## src/shared/olma_defs.svh

```systemverilog
// Constants for the output macrocell array: sizes, register map, field positions and reset values.
`ifndef OLMA_DEFS_SVH
`define OLMA_DEFS_SVH
`define OLMA_CELLS 8
`define OLMA_TERMS 8
`define OLMA_SIGS 16
`define OLMA_LITS 32
`define OLMA_DED_INS 6
`define OLMA_ADDR_W 10
`define OLMA_DATA_W 32
`define OLMA_OFS_CTRL 10'h000
`define OLMA_OFS_CELL 10'h004
`define OLMA_OFS_STAT 10'h008
`define OLMA_PT_REGION 2'h1
`define OLMA_REGION_MSB 9
`define OLMA_REGION_LSB 8
`define OLMA_PT_CELL_MSB 7
`define OLMA_PT_CELL_LSB 5
`define OLMA_PT_TERM_MSB 4
`define OLMA_PT_TERM_LSB 2
`define OLMA_CTRL_SYN_BIT 0
`define OLMA_CTRL_ARCH_BIT 1
`define OLMA_CELL_POL_LSB 0
`define OLMA_CELL_CFG_LSB 8
`define OLMA_CODE_SIMPLE 2'h1
`define OLMA_CODE_COMPLEX 2'h3
`define OLMA_CODE_REGISTERED 2'h2
`define OLMA_CTRL_RESET 2'h1
`define OLMA_CELL_RESET 8'h00
`define OLMA_PT_RESET 32'hFFFFFFFF
`define OLMA_OE_TERM 0
`define OLMA_OUTER_LO 0
`define OLMA_OUTER_HI 7
`define OLMA_INNER_LO 3
`define OLMA_INNER_HI 4
`define OLMA_FB_BASE 8
`define OLMA_DED_BASE 2
`define OLMA_SP_CLK 0
`define OLMA_SP_OE 1
`endif

```

## src/shared/olma_pkg.sv

```systemverilog
// Types shared by the output macrocell array and its bench.
package olma_pkg;
  `include "olma_defs.svh"

  typedef enum logic [1:0] {OLMA_SIMPLE, OLMA_COMPLEX, OLMA_REGISTERED} olma_mode_t;

  typedef struct packed {
    logic read;
    logic write;
    logic [`OLMA_ADDR_W-1:0] address;
    logic [`OLMA_DATA_W-1:0] writedata;
  } olma_bus_req_t;

  typedef struct packed {
    logic [1:0] special;
    logic [`OLMA_DED_INS-1:0] ded;
    logic [`OLMA_CELLS-1:0] io;
  } olma_pins_t;
endpackage

```

## src/rtl/olma_top.sv

```systemverilog
// Eight configurable output macrocells with an Avalon-MM configuration port.
// Operation
// - Three modes, one applies to all cells.
// - Two global bits select the mode.
// - Per-cell polarity bit in every mode.
// - Per-cell bit picks input/output use.
// - Two global plus sixteen per-cell bits.
// - Registered: special pins are clock, enable.
// - Complex: special pins ride outer feedback paths.
// - Simple: inner two cells, output, no feedback.
// - Registered cells share clock and enable pins.
// - Registered: each cell register or I/O.
// - Registered sum eight terms, I/O seven.
// - Plain input or output as I/O subset.
// - Complex: output-only or I/O, six I/Os.
// - Complex: outer cells are outputs only.
// - Complex: seven sum terms, one enable term.
// - Complex: special pins feed array as data.
// - Registered: only register or I/O roles.
// - Simple: input or always-on eight-term output.
`include "olma_defs.svh"
module olma_top #(
  parameter logic [1:0] SIMPLE_CODE = `OLMA_CODE_SIMPLE,
  parameter logic [1:0] COMPLEX_CODE = `OLMA_CODE_COMPLEX,
  parameter logic [1:0] REGISTERED_CODE = `OLMA_CODE_REGISTERED
) (
  input wire logic sys_clk_in,
  input wire logic resetn_in,
  input wire olma_pkg::olma_bus_req_t avs_req_in,
  output logic [`OLMA_DATA_W-1:0] avs_readdata_out,
  output logic avs_waitrequest_out,
  input wire olma_pkg::olma_pins_t pins_in,
  output logic [`OLMA_CELLS-1:0] io_data_out,
  output logic [`OLMA_CELLS-1:0] io_oe_n_out
);
  import olma_pkg::*;

  olma_pins_t pin_meta;
  olma_pins_t pin_sync;
  logic clk_pin_last;
  logic clk_rise;
  logic [1:0] ctrl_bits;
  logic [`OLMA_CELLS-1:0] cell_pol;
  logic [`OLMA_CELLS-1:0] cell_io_cfg;
  logic [`OLMA_DATA_W-1:0] pt_mem [0:`OLMA_CELLS-1][0:`OLMA_TERMS-1];
  logic [1:0] mode_code;
  olma_mode_t mode;
  logic [`OLMA_SIGS-1:0] sig;
  logic [`OLMA_LITS-1:0] lits;
  logic [`OLMA_TERMS-1:0] term [0:`OLMA_CELLS-1];
  logic [`OLMA_CELLS-1:0] sum_all;
  logic [`OLMA_CELLS-1:0] sum_rest;
  logic [`OLMA_CELLS-1:0] oe_term;
  logic [`OLMA_CELLS-1:0] reg_q;
  logic [`OLMA_CELLS-1:0] next_io_data;
  logic [`OLMA_CELLS-1:0] next_io_oe_n;
  logic [`OLMA_DATA_W-1:0] next_readdata;
  logic bus_req;
  logic wr_take;
  logic pt_hit;

  // Pins are asynchronous to sys_clk_in, so everything passes two flops first.
  always_ff @(posedge sys_clk_in or negedge resetn_in) begin
    if (!resetn_in) begin
      pin_meta <= '0;
      pin_sync <= '0;
      clk_pin_last <= 1'b0;
    end else begin
      pin_meta <= pins_in;
      pin_sync <= pin_meta;
      clk_pin_last <= pin_sync.special[`OLMA_SP_CLK];
    end
  end

  assign clk_rise = pin_sync.special[`OLMA_SP_CLK] & ~clk_pin_last;

  assign mode_code = {ctrl_bits[`OLMA_CTRL_ARCH_BIT], ctrl_bits[`OLMA_CTRL_SYN_BIT]};

  always_comb begin
    if (mode_code == REGISTERED_CODE) begin
      mode = OLMA_REGISTERED;
    end else if (mode_code == COMPLEX_CODE) begin
      mode = OLMA_COMPLEX;
    end else begin
      mode = OLMA_SIMPLE;
    end
  end

  always_comb begin
    sig = '0;
    sig[`OLMA_DED_BASE +: `OLMA_DED_INS] = pin_sync.ded;
    unique case (mode)
      OLMA_SIMPLE: begin
        sig[1:0] = pin_sync.special;
        for (int i = 0; i < `OLMA_CELLS; i++) begin
          if (cell_io_cfg[i] && i != `OLMA_INNER_LO && i != `OLMA_INNER_HI) begin
            sig[`OLMA_FB_BASE + i] = pin_sync.io[i];
          end
        end
      end
      OLMA_COMPLEX: begin
        for (int i = 0; i < `OLMA_CELLS; i++) begin
          if (cell_io_cfg[i] && i != `OLMA_OUTER_LO && i != `OLMA_OUTER_HI) begin
            sig[`OLMA_FB_BASE + i] = pin_sync.io[i];
          end
        end
        sig[`OLMA_FB_BASE + `OLMA_OUTER_LO] = pin_sync.special[`OLMA_SP_CLK];
        sig[`OLMA_FB_BASE + `OLMA_OUTER_HI] = pin_sync.special[`OLMA_SP_OE];
      end
      OLMA_REGISTERED: begin
        for (int i = 0; i < `OLMA_CELLS; i++) begin
          sig[`OLMA_FB_BASE + i] = cell_io_cfg[i] ? pin_sync.io[i] : reg_q[i];
        end
      end
    endcase
  end

  // A term uses every literal whose mask bit is set; reset sets both polarities, so terms start false.
  always_comb begin
    for (int k = 0; k < `OLMA_SIGS; k++) begin
      lits[2*k] = sig[k];
      lits[2*k+1] = ~sig[k];
    end
    for (int c = 0; c < `OLMA_CELLS; c++) begin
      for (int t = 0; t < `OLMA_TERMS; t++) begin
        term[c][t] = &(lits | ~pt_mem[c][t]);
      end
    end
  end

  always_comb begin
    for (int c = 0; c < `OLMA_CELLS; c++) begin
      sum_all[c] = |term[c];
      sum_rest[c] = |(term[c] & ~(`OLMA_TERMS'(1) << `OLMA_OE_TERM));
      oe_term[c] = term[c][`OLMA_OE_TERM];
    end
  end

  always_comb begin
    next_io_data = '0;
    next_io_oe_n = '1;
    for (int c = 0; c < `OLMA_CELLS; c++) begin
      unique case (mode)
        OLMA_SIMPLE: begin
          if (!(cell_io_cfg[c] && c != `OLMA_INNER_LO && c != `OLMA_INNER_HI)) begin
            next_io_data[c] = sum_all[c] ^ cell_pol[c];
            next_io_oe_n[c] = 1'b0;
          end
        end
        OLMA_COMPLEX: begin
          next_io_data[c] = sum_rest[c] ^ cell_pol[c];
          next_io_oe_n[c] = ~oe_term[c];
        end
        OLMA_REGISTERED: begin
          if (!cell_io_cfg[c]) begin
            next_io_data[c] = reg_q[c] ^ cell_pol[c];
            next_io_oe_n[c] = pin_sync.special[`OLMA_SP_OE];
          end else begin
            next_io_data[c] = sum_rest[c] ^ cell_pol[c];
            next_io_oe_n[c] = ~oe_term[c];
          end
        end
      endcase
    end
  end

  // Pins stay released during reset so the board is not fought.
  always_ff @(posedge sys_clk_in or negedge resetn_in) begin
    if (!resetn_in) begin
      io_data_out <= '0;
      io_oe_n_out <= '1;
    end else begin
      io_data_out <= next_io_data;
      io_oe_n_out <= next_io_oe_n;
    end
  end

  always_ff @(posedge sys_clk_in or negedge resetn_in) begin
    if (!resetn_in) begin
      reg_q <= '0;
    end else if (mode == OLMA_REGISTERED && clk_rise) begin
      reg_q <= (sum_all & ~cell_io_cfg) | (reg_q & cell_io_cfg);
    end
  end

  // One wait state per access keeps read data a registered output.
  assign bus_req = avs_req_in.read | avs_req_in.write;
  assign wr_take = avs_req_in.write & ~avs_waitrequest_out;
  assign pt_hit = avs_req_in.address[`OLMA_REGION_MSB:`OLMA_REGION_LSB] == `OLMA_PT_REGION;

  always_ff @(posedge sys_clk_in or negedge resetn_in) begin
    if (!resetn_in) begin
      avs_waitrequest_out <= 1'b1;
    end else begin
      avs_waitrequest_out <= ~(bus_req & avs_waitrequest_out);
    end
  end

  always_comb begin
    next_readdata = '0;
    if (pt_hit) begin
      next_readdata = pt_mem[avs_req_in.address[`OLMA_PT_CELL_MSB:`OLMA_PT_CELL_LSB]]
                            [avs_req_in.address[`OLMA_PT_TERM_MSB:`OLMA_PT_TERM_LSB]];
    end else if (avs_req_in.address == `OLMA_OFS_CTRL) begin
      next_readdata = `OLMA_DATA_W'(ctrl_bits);
    end else if (avs_req_in.address == `OLMA_OFS_CELL) begin
      next_readdata = `OLMA_DATA_W'({cell_io_cfg, cell_pol});
    end else if (avs_req_in.address == `OLMA_OFS_STAT) begin
      next_readdata = `OLMA_DATA_W'({mode_code, io_data_out, reg_q});
    end
  end

  always_ff @(posedge sys_clk_in or negedge resetn_in) begin
    if (!resetn_in) begin
      avs_readdata_out <= '0;
    end else if (avs_req_in.read && avs_waitrequest_out) begin
      avs_readdata_out <= next_readdata;
    end
  end

  always_ff @(posedge sys_clk_in or negedge resetn_in) begin
    if (!resetn_in) begin
      ctrl_bits <= `OLMA_CTRL_RESET;
      cell_pol <= `OLMA_CELL_RESET;
      cell_io_cfg <= `OLMA_CELL_RESET;
    end else if (wr_take && avs_req_in.address == `OLMA_OFS_CTRL) begin
      ctrl_bits <= avs_req_in.writedata[`OLMA_CTRL_ARCH_BIT:`OLMA_CTRL_SYN_BIT];
    end else if (wr_take && avs_req_in.address == `OLMA_OFS_CELL) begin
      cell_pol <= avs_req_in.writedata[`OLMA_CELL_POL_LSB +: `OLMA_CELLS];
      cell_io_cfg <= avs_req_in.writedata[`OLMA_CELL_CFG_LSB +: `OLMA_CELLS];
    end
  end

  always_ff @(posedge sys_clk_in or negedge resetn_in) begin
    if (!resetn_in) begin
      for (int c = 0; c < `OLMA_CELLS; c++) begin
        for (int t = 0; t < `OLMA_TERMS; t++) begin
          pt_mem[c][t] <= `OLMA_PT_RESET;
        end
      end
    end else if (wr_take && pt_hit) begin
      pt_mem[avs_req_in.address[`OLMA_PT_CELL_MSB:`OLMA_PT_CELL_LSB]]
            [avs_req_in.address[`OLMA_PT_TERM_MSB:`OLMA_PT_TERM_LSB]] <= avs_req_in.writedata;
    end
  end

  a_mode_decode: assert property (@(posedge sys_clk_in) disable iff (!resetn_in)
    (mode_code == REGISTERED_CODE) |-> (mode == OLMA_REGISTERED))
    else $error("registered code did not select registered mode");

  a_cell_cfg_write: assert property (@(posedge sys_clk_in) disable iff (!resetn_in)
    (wr_take && avs_req_in.address == `OLMA_OFS_CELL) |=>
      ({cell_io_cfg, cell_pol} == $past(avs_req_in.writedata[15:0])))
    else $error("cell configuration write not stored");

  a_reg_no_data: assert property (@(posedge sys_clk_in) disable iff (!resetn_in)
    (mode == OLMA_REGISTERED) |-> (sig[1:0] == 2'b00))
    else $error("special pins reached the array in registered mode");

  a_complex_outer_fb: assert property (@(posedge sys_clk_in) disable iff (!resetn_in)
    (mode == OLMA_COMPLEX) |-> (sig[`OLMA_FB_BASE + `OLMA_OUTER_LO] == pin_sync.special[`OLMA_SP_CLK]
      && sig[`OLMA_FB_BASE + `OLMA_OUTER_HI] == pin_sync.special[`OLMA_SP_OE]))
    else $error("special pins not on outer feedback in complex mode");

  a_simple_inner_out: assert property (@(posedge sys_clk_in) disable iff (!resetn_in)
    (mode == OLMA_SIMPLE) |=> (io_oe_n_out[`OLMA_INNER_HI:`OLMA_INNER_LO] == 2'b00))
    else $error("inner cells not driving in simple mode");

  a_reg_hold_q: assert property (@(posedge sys_clk_in) disable iff (!resetn_in)
    !clk_rise |=> $stable(reg_q))
    else $error("register changed without a clock pin edge");

  a_reg_capture: assert property (@(posedge sys_clk_in) disable iff (!resetn_in)
    (mode == OLMA_REGISTERED && clk_rise) |=>
      ((reg_q & ~$past(cell_io_cfg)) == ($past(sum_all) & ~$past(cell_io_cfg))))
    else $error("registered cell did not capture its eight-term sum");

  a_reg_oe_off: assert property (@(posedge sys_clk_in) disable iff (!resetn_in)
    (mode == OLMA_REGISTERED && pin_sync.special[`OLMA_SP_OE]) |=>
      ((io_oe_n_out | $past(cell_io_cfg)) == 8'hFF))
    else $error("registered output driven while enable pin high");

  a_reg_polarity: assert property (@(posedge sys_clk_in) disable iff (!resetn_in)
    (mode == OLMA_REGISTERED) |=>
      ((io_data_out & ~$past(cell_io_cfg)) == (($past(reg_q) ^ $past(cell_pol)) & ~$past(cell_io_cfg))))
    else $error("registered output polarity wrong");

  a_complex_oe_term: assert property (@(posedge sys_clk_in) disable iff (!resetn_in)
    (mode == OLMA_COMPLEX) |=> (io_oe_n_out == ~$past(oe_term)))
    else $error("complex enable does not follow its product term");

endmodule

```

## config.mk

```make
export PLATFORM = sky130hd
export DESIGN_NAME = olma_top
export DESIGN_NICKNAME = d
export VERILOG_FILES = /design/src/shared/olma_pkg.sv /design/src/rtl/olma_top.sv
export VERILOG_INCLUDE_DIRS = /design/src /design/src/shared
export SDC_FILE = /design/constraint.sdc
export NUM_CORES = 2
export LEC_CHECK = 0
export BUFFER_PORTS_ARGS = -buffer_cell sky130_fd_sc_hd__buf_2
export CAP_MARGIN = 25
export CORE_MARGIN = 5
export CORE_UTILIZATION = 35
export DETAILED_ROUTE_END_ITERATION = 12
export SETUP_SLACK_MARGIN = 0.2
export SLEW_MARGIN = 5
export SYNTH_ARGS = -nofsm -noshare
export SYNTH_HDL_FRONTEND = slang
export SYNTH_SLANG_ARGS = --single-unit
export TNS_END_PERCENT = 100
```

## constraint.sdc

```tcl
create_clock -name sys_clk_in -period 6.9 [get_ports sys_clk_in]
set_input_delay 1.035 -clock sys_clk_in [delete_from_list [all_inputs] [get_ports sys_clk_in]]
set_output_delay 1.035 -clock sys_clk_in [all_outputs]
set_load 0.005 [all_outputs]
```

==> results.cfg <==
[placement]
portBuffers = 110
dpl.hpwl_mm = 289
gp_congestion = 0.964

[worst_setup_path]
critPathMostFrequentCell = buf_4
reg2reg_slack_ns = 1.12
timing.rr.start = ctrl_bits[1]
cpPeakStageDelay_ns = 0.80
worstPathMaxFanout = 38
crit_arrival_ns = 6.59
crit_buf_inv = 3
required_ns = 7.71
path_cells = buf_4 -> nand2b_1 -> o21ai_4 -> buf_4 -> mux2i_1 -> nand4_1 -> nor4_1 -> buf_4 -> or4_1 -> nor4_1 -> o32a_1 -> o22ai_1
r2r.worst_path.cells = 12
slowest_stage = o21ai_4
timing.rr.end = io_data_out[5]
crit_family = simple AND/OR/NAND/NOR gates
crit_type = flip-flop to flip-flop
endpoint_kind = flip-flop
start_kind = flip-flop

[logic_synthesis]
synth_area_leaders = dfstp_2 (50%), mux2_2 (22%), mux2i_1 (5.5%)
synth_edf_count = 0
synth_top_area_share_pct = 49.6
synth.most_common_cell = mux2_2
ys_seq_area_share_pct = 51.8
avgSynthCellArea_um2 = 12.4
syn_area_mm2 = 0.109
yosysTopAreaCell = dfstp_2
synth.top_cells.by_count = mux2_2 (2105), dfstp_2 (2058), nand2_1 (770), a22oi_1 (693), mux2i_1 (603)
synth_nets = 8865
synthArstFlopShare_pct = 100
syn-instance-count = 8803
synthFlopType = dfstp_2
ys_warn_count = 0
synth_seq_cells = 2156
synth_cell_types = 71

[timing]
drv_slew = 0
fin_crit_sh_pct = 83.7
finalHoldViolCount = 0
tightest_slew_ns = 1.16
finalSetupViolations = 0
relSlewSlack_pct = 21.8
setup-tns-final_ns = 0
fin_worst_skew_ns = 0.0656
fmax_ghz = 0.173
finalCriticalPeriod_ns = 5.78
rsz0062_at_grt = false

[cells_and_area]
synthToLayoutAreaGrowth_pct = 12.1
fillerInstances = 29200
drive_above_1_share_pct = 57.7
nets = 8624

[status]
status = finished, final reports clean

[clock_network]
post_cts_resized = 0
cts.path.max_buffers = 4
cts_inserted_buffers = 232
cts-root-buf = clkbuf_16
htree_levels = 4
postCtsSetupRepairBufs = 0
clk_latency_ns = 0.93
clkTransAtPathRegs_ns = 0.07
hold_buffers = 0
cts_tree = done
cts_num_sinks = 2156

[hold_path]
hold_end = pin_meta[6]
whs_path_depth = 1
holdCritStartpoint = pins_in[6]
holdCritPathClass = input port to flip-flop

[drt]
viasPerCell = 6.28
drtIter0Drc = 11000
drc = 0
ant_nets = 0
firstDrtPassIters = 6
wl_per_cell_um = 33.4
vias = 81100
wirelength_mm = 431

[floorplanning]
initial_core_util_pct = 35.0
die_w_um = 568
io-pin-count = 111
fp.coreArea_mm2 = 0.311
core.rowCount = 205
dieArea_mm2 = 0.323
die_y_um = 568

[global_routing]
overflow = 0
grt_use_met3_pct = 6.09
grt_max_degree = 151
antenna_found_initial = 37
grt_pass1_vias = 79100
met2_usage_pct = 37.8
grt.busiest_layer = met2
grt_pass1_wl_mm = 613
grt_use_met1_pct = 34.8
track_usage_pct = 25.7

[power]
p_per_area_mw_per_mm2 = 239
ir_drop_v = 0.000207
total_power_w = 0.0292
leakagePower_nw = 49.7

[job]
maxCapViolCount = 0
## metal layers
layer,up-vias,wire length [um]
met1,42700,175000
met4,24,28100
met2,4786,185000
met5,-,148
met3,896,42500
li1,32600,-
## flip-flops by register name, indices dropped and copies added (netlist names), named ones only
register and count:
cell_io_cfg 8, pin_sync 10, avs_readdata_out 32, pt_mem 2048, clk_pin_last 1, lits 6
io_oe_n_out 8, avs_waitrequest_out 1, io_data_out 8, pin_meta 16, ctrl_bits 2, cell_pol 8
## worst max-delay path by stage
stage	to	depth (start not counted)	slack, ns	startpoint
floorplan	avs_readdata_out[24]	12	3.48	avs_req_in[38]
global placement	io_data_out[0]	12	1.52	ctrl_bits[1]
detailed placement	io_data_out[5]	12	1.55	ctrl_bits[1]
CTS	io_data_out[5]	12	1.51	ctrl_bits[1]
global route	io_data_out[5]	12	1.22	ctrl_bits[1]
finish	io_data_out[5]	12	1.12	ctrl_bits[1]
## logic make-up after synthesis
family,share of synthesized area (%)
xor+xnor,0.0482
mux,27.6
buf+inv,3.37
flops,51.8
compound gates,9.59
simple gates,7.51
## stage by stage
| step | std cells | instance area [um^2] | util (%) | worst slack, ns | hold slack, ns |
|---|---|---|---|---|---|
| 5_1_grt | 12900 | 122000 | 39.3 | 1.22 | 0.215 |
| 4_1_cts | 12900 | 122000 | 39.2 | 1.51 | 0.177 |
| 3_5_place_dp | 12500 | 114000 | 36.7 | 1.55 | 0.337 |
| 6_report | 12900 | 122000 | 39.3 | 1.12 | 0.237 |
| 3_3_place_gp | 12400 | 114000 | 36.7 | 1.52 | 0.335 |
| 2_1_floorplan | 8803 | 109000 | - | 3.48 | 0.331 |
## where the power goes
| group | total, W | leakage, nW | internal (W) | switching [W] |
|---|---|---|---|---|
| clock network | 0.0129 | 3.79 | 0.00747 | 0.00539 |
| registers | 0.0137 | 22.5 | 0.0133 | 0.000393 |
| logic | 0.00265 | 23.4 | 0.000753 | 0.00190 |
| total | 0.0292 | 49.7 | 0.0215 | 0.00769 |
## layout make-up
class | instances | area [um^2] | share of cell area (%)
Clock inverter | 72 | 897 | 0.734
Antenna cell | 20 | 50.0 | 0.0410
Inverter | 10 | 37.5 | 0.0307
Clock buffer | 343 | 6790 | 5.55
Timing Repair Buffer | 399 | 3380 | 2.77
Sequential cell | 2156 | 56600 | 46.3
Tap cell | 4140 | 5180 | 4.24
Multi-Input combinational cell | 5763 | 49300 | 40.4
## layout by cell type (no fill, tap or decap), drive strengths merged, types with 7 or more instances in the layout
| master | instances |
|---|---|
| bufinv | 19 |
| inv | 13 |
| dfstp | 2058 |
| mux4 | 18 |
| nor4 | 52 |
| nand2 | 770 |
| a22o | 167 |
| a31oi | 18 |
| nand2b | 11 |
| dfrtp | 98 |
| clkbuf | 344 |
| or4 | 25 |
| and3 | 7 |
| nor3 | 32 |
| mux2i | 603 |
| a222oi | 17 |
| a22oi | 693 |
| o21ai | 101 |
| a21oi | 10 |
| nand4 | 470 |
| nor2 | 138 |
| buf | 398 |
| a2111oi | 21 |
| nor2b | 27 |
| or3 | 11 |
| o211ai | 82 |
| and2 | 20 |
| diode | 20 |
| clkinv | 45 |
| a311o | 10 |
| a221oi | 180 |
| nand3 | 99 |
| mux2 | 2105 |
No activity file was read; power rests on OpenSTA's default activity.
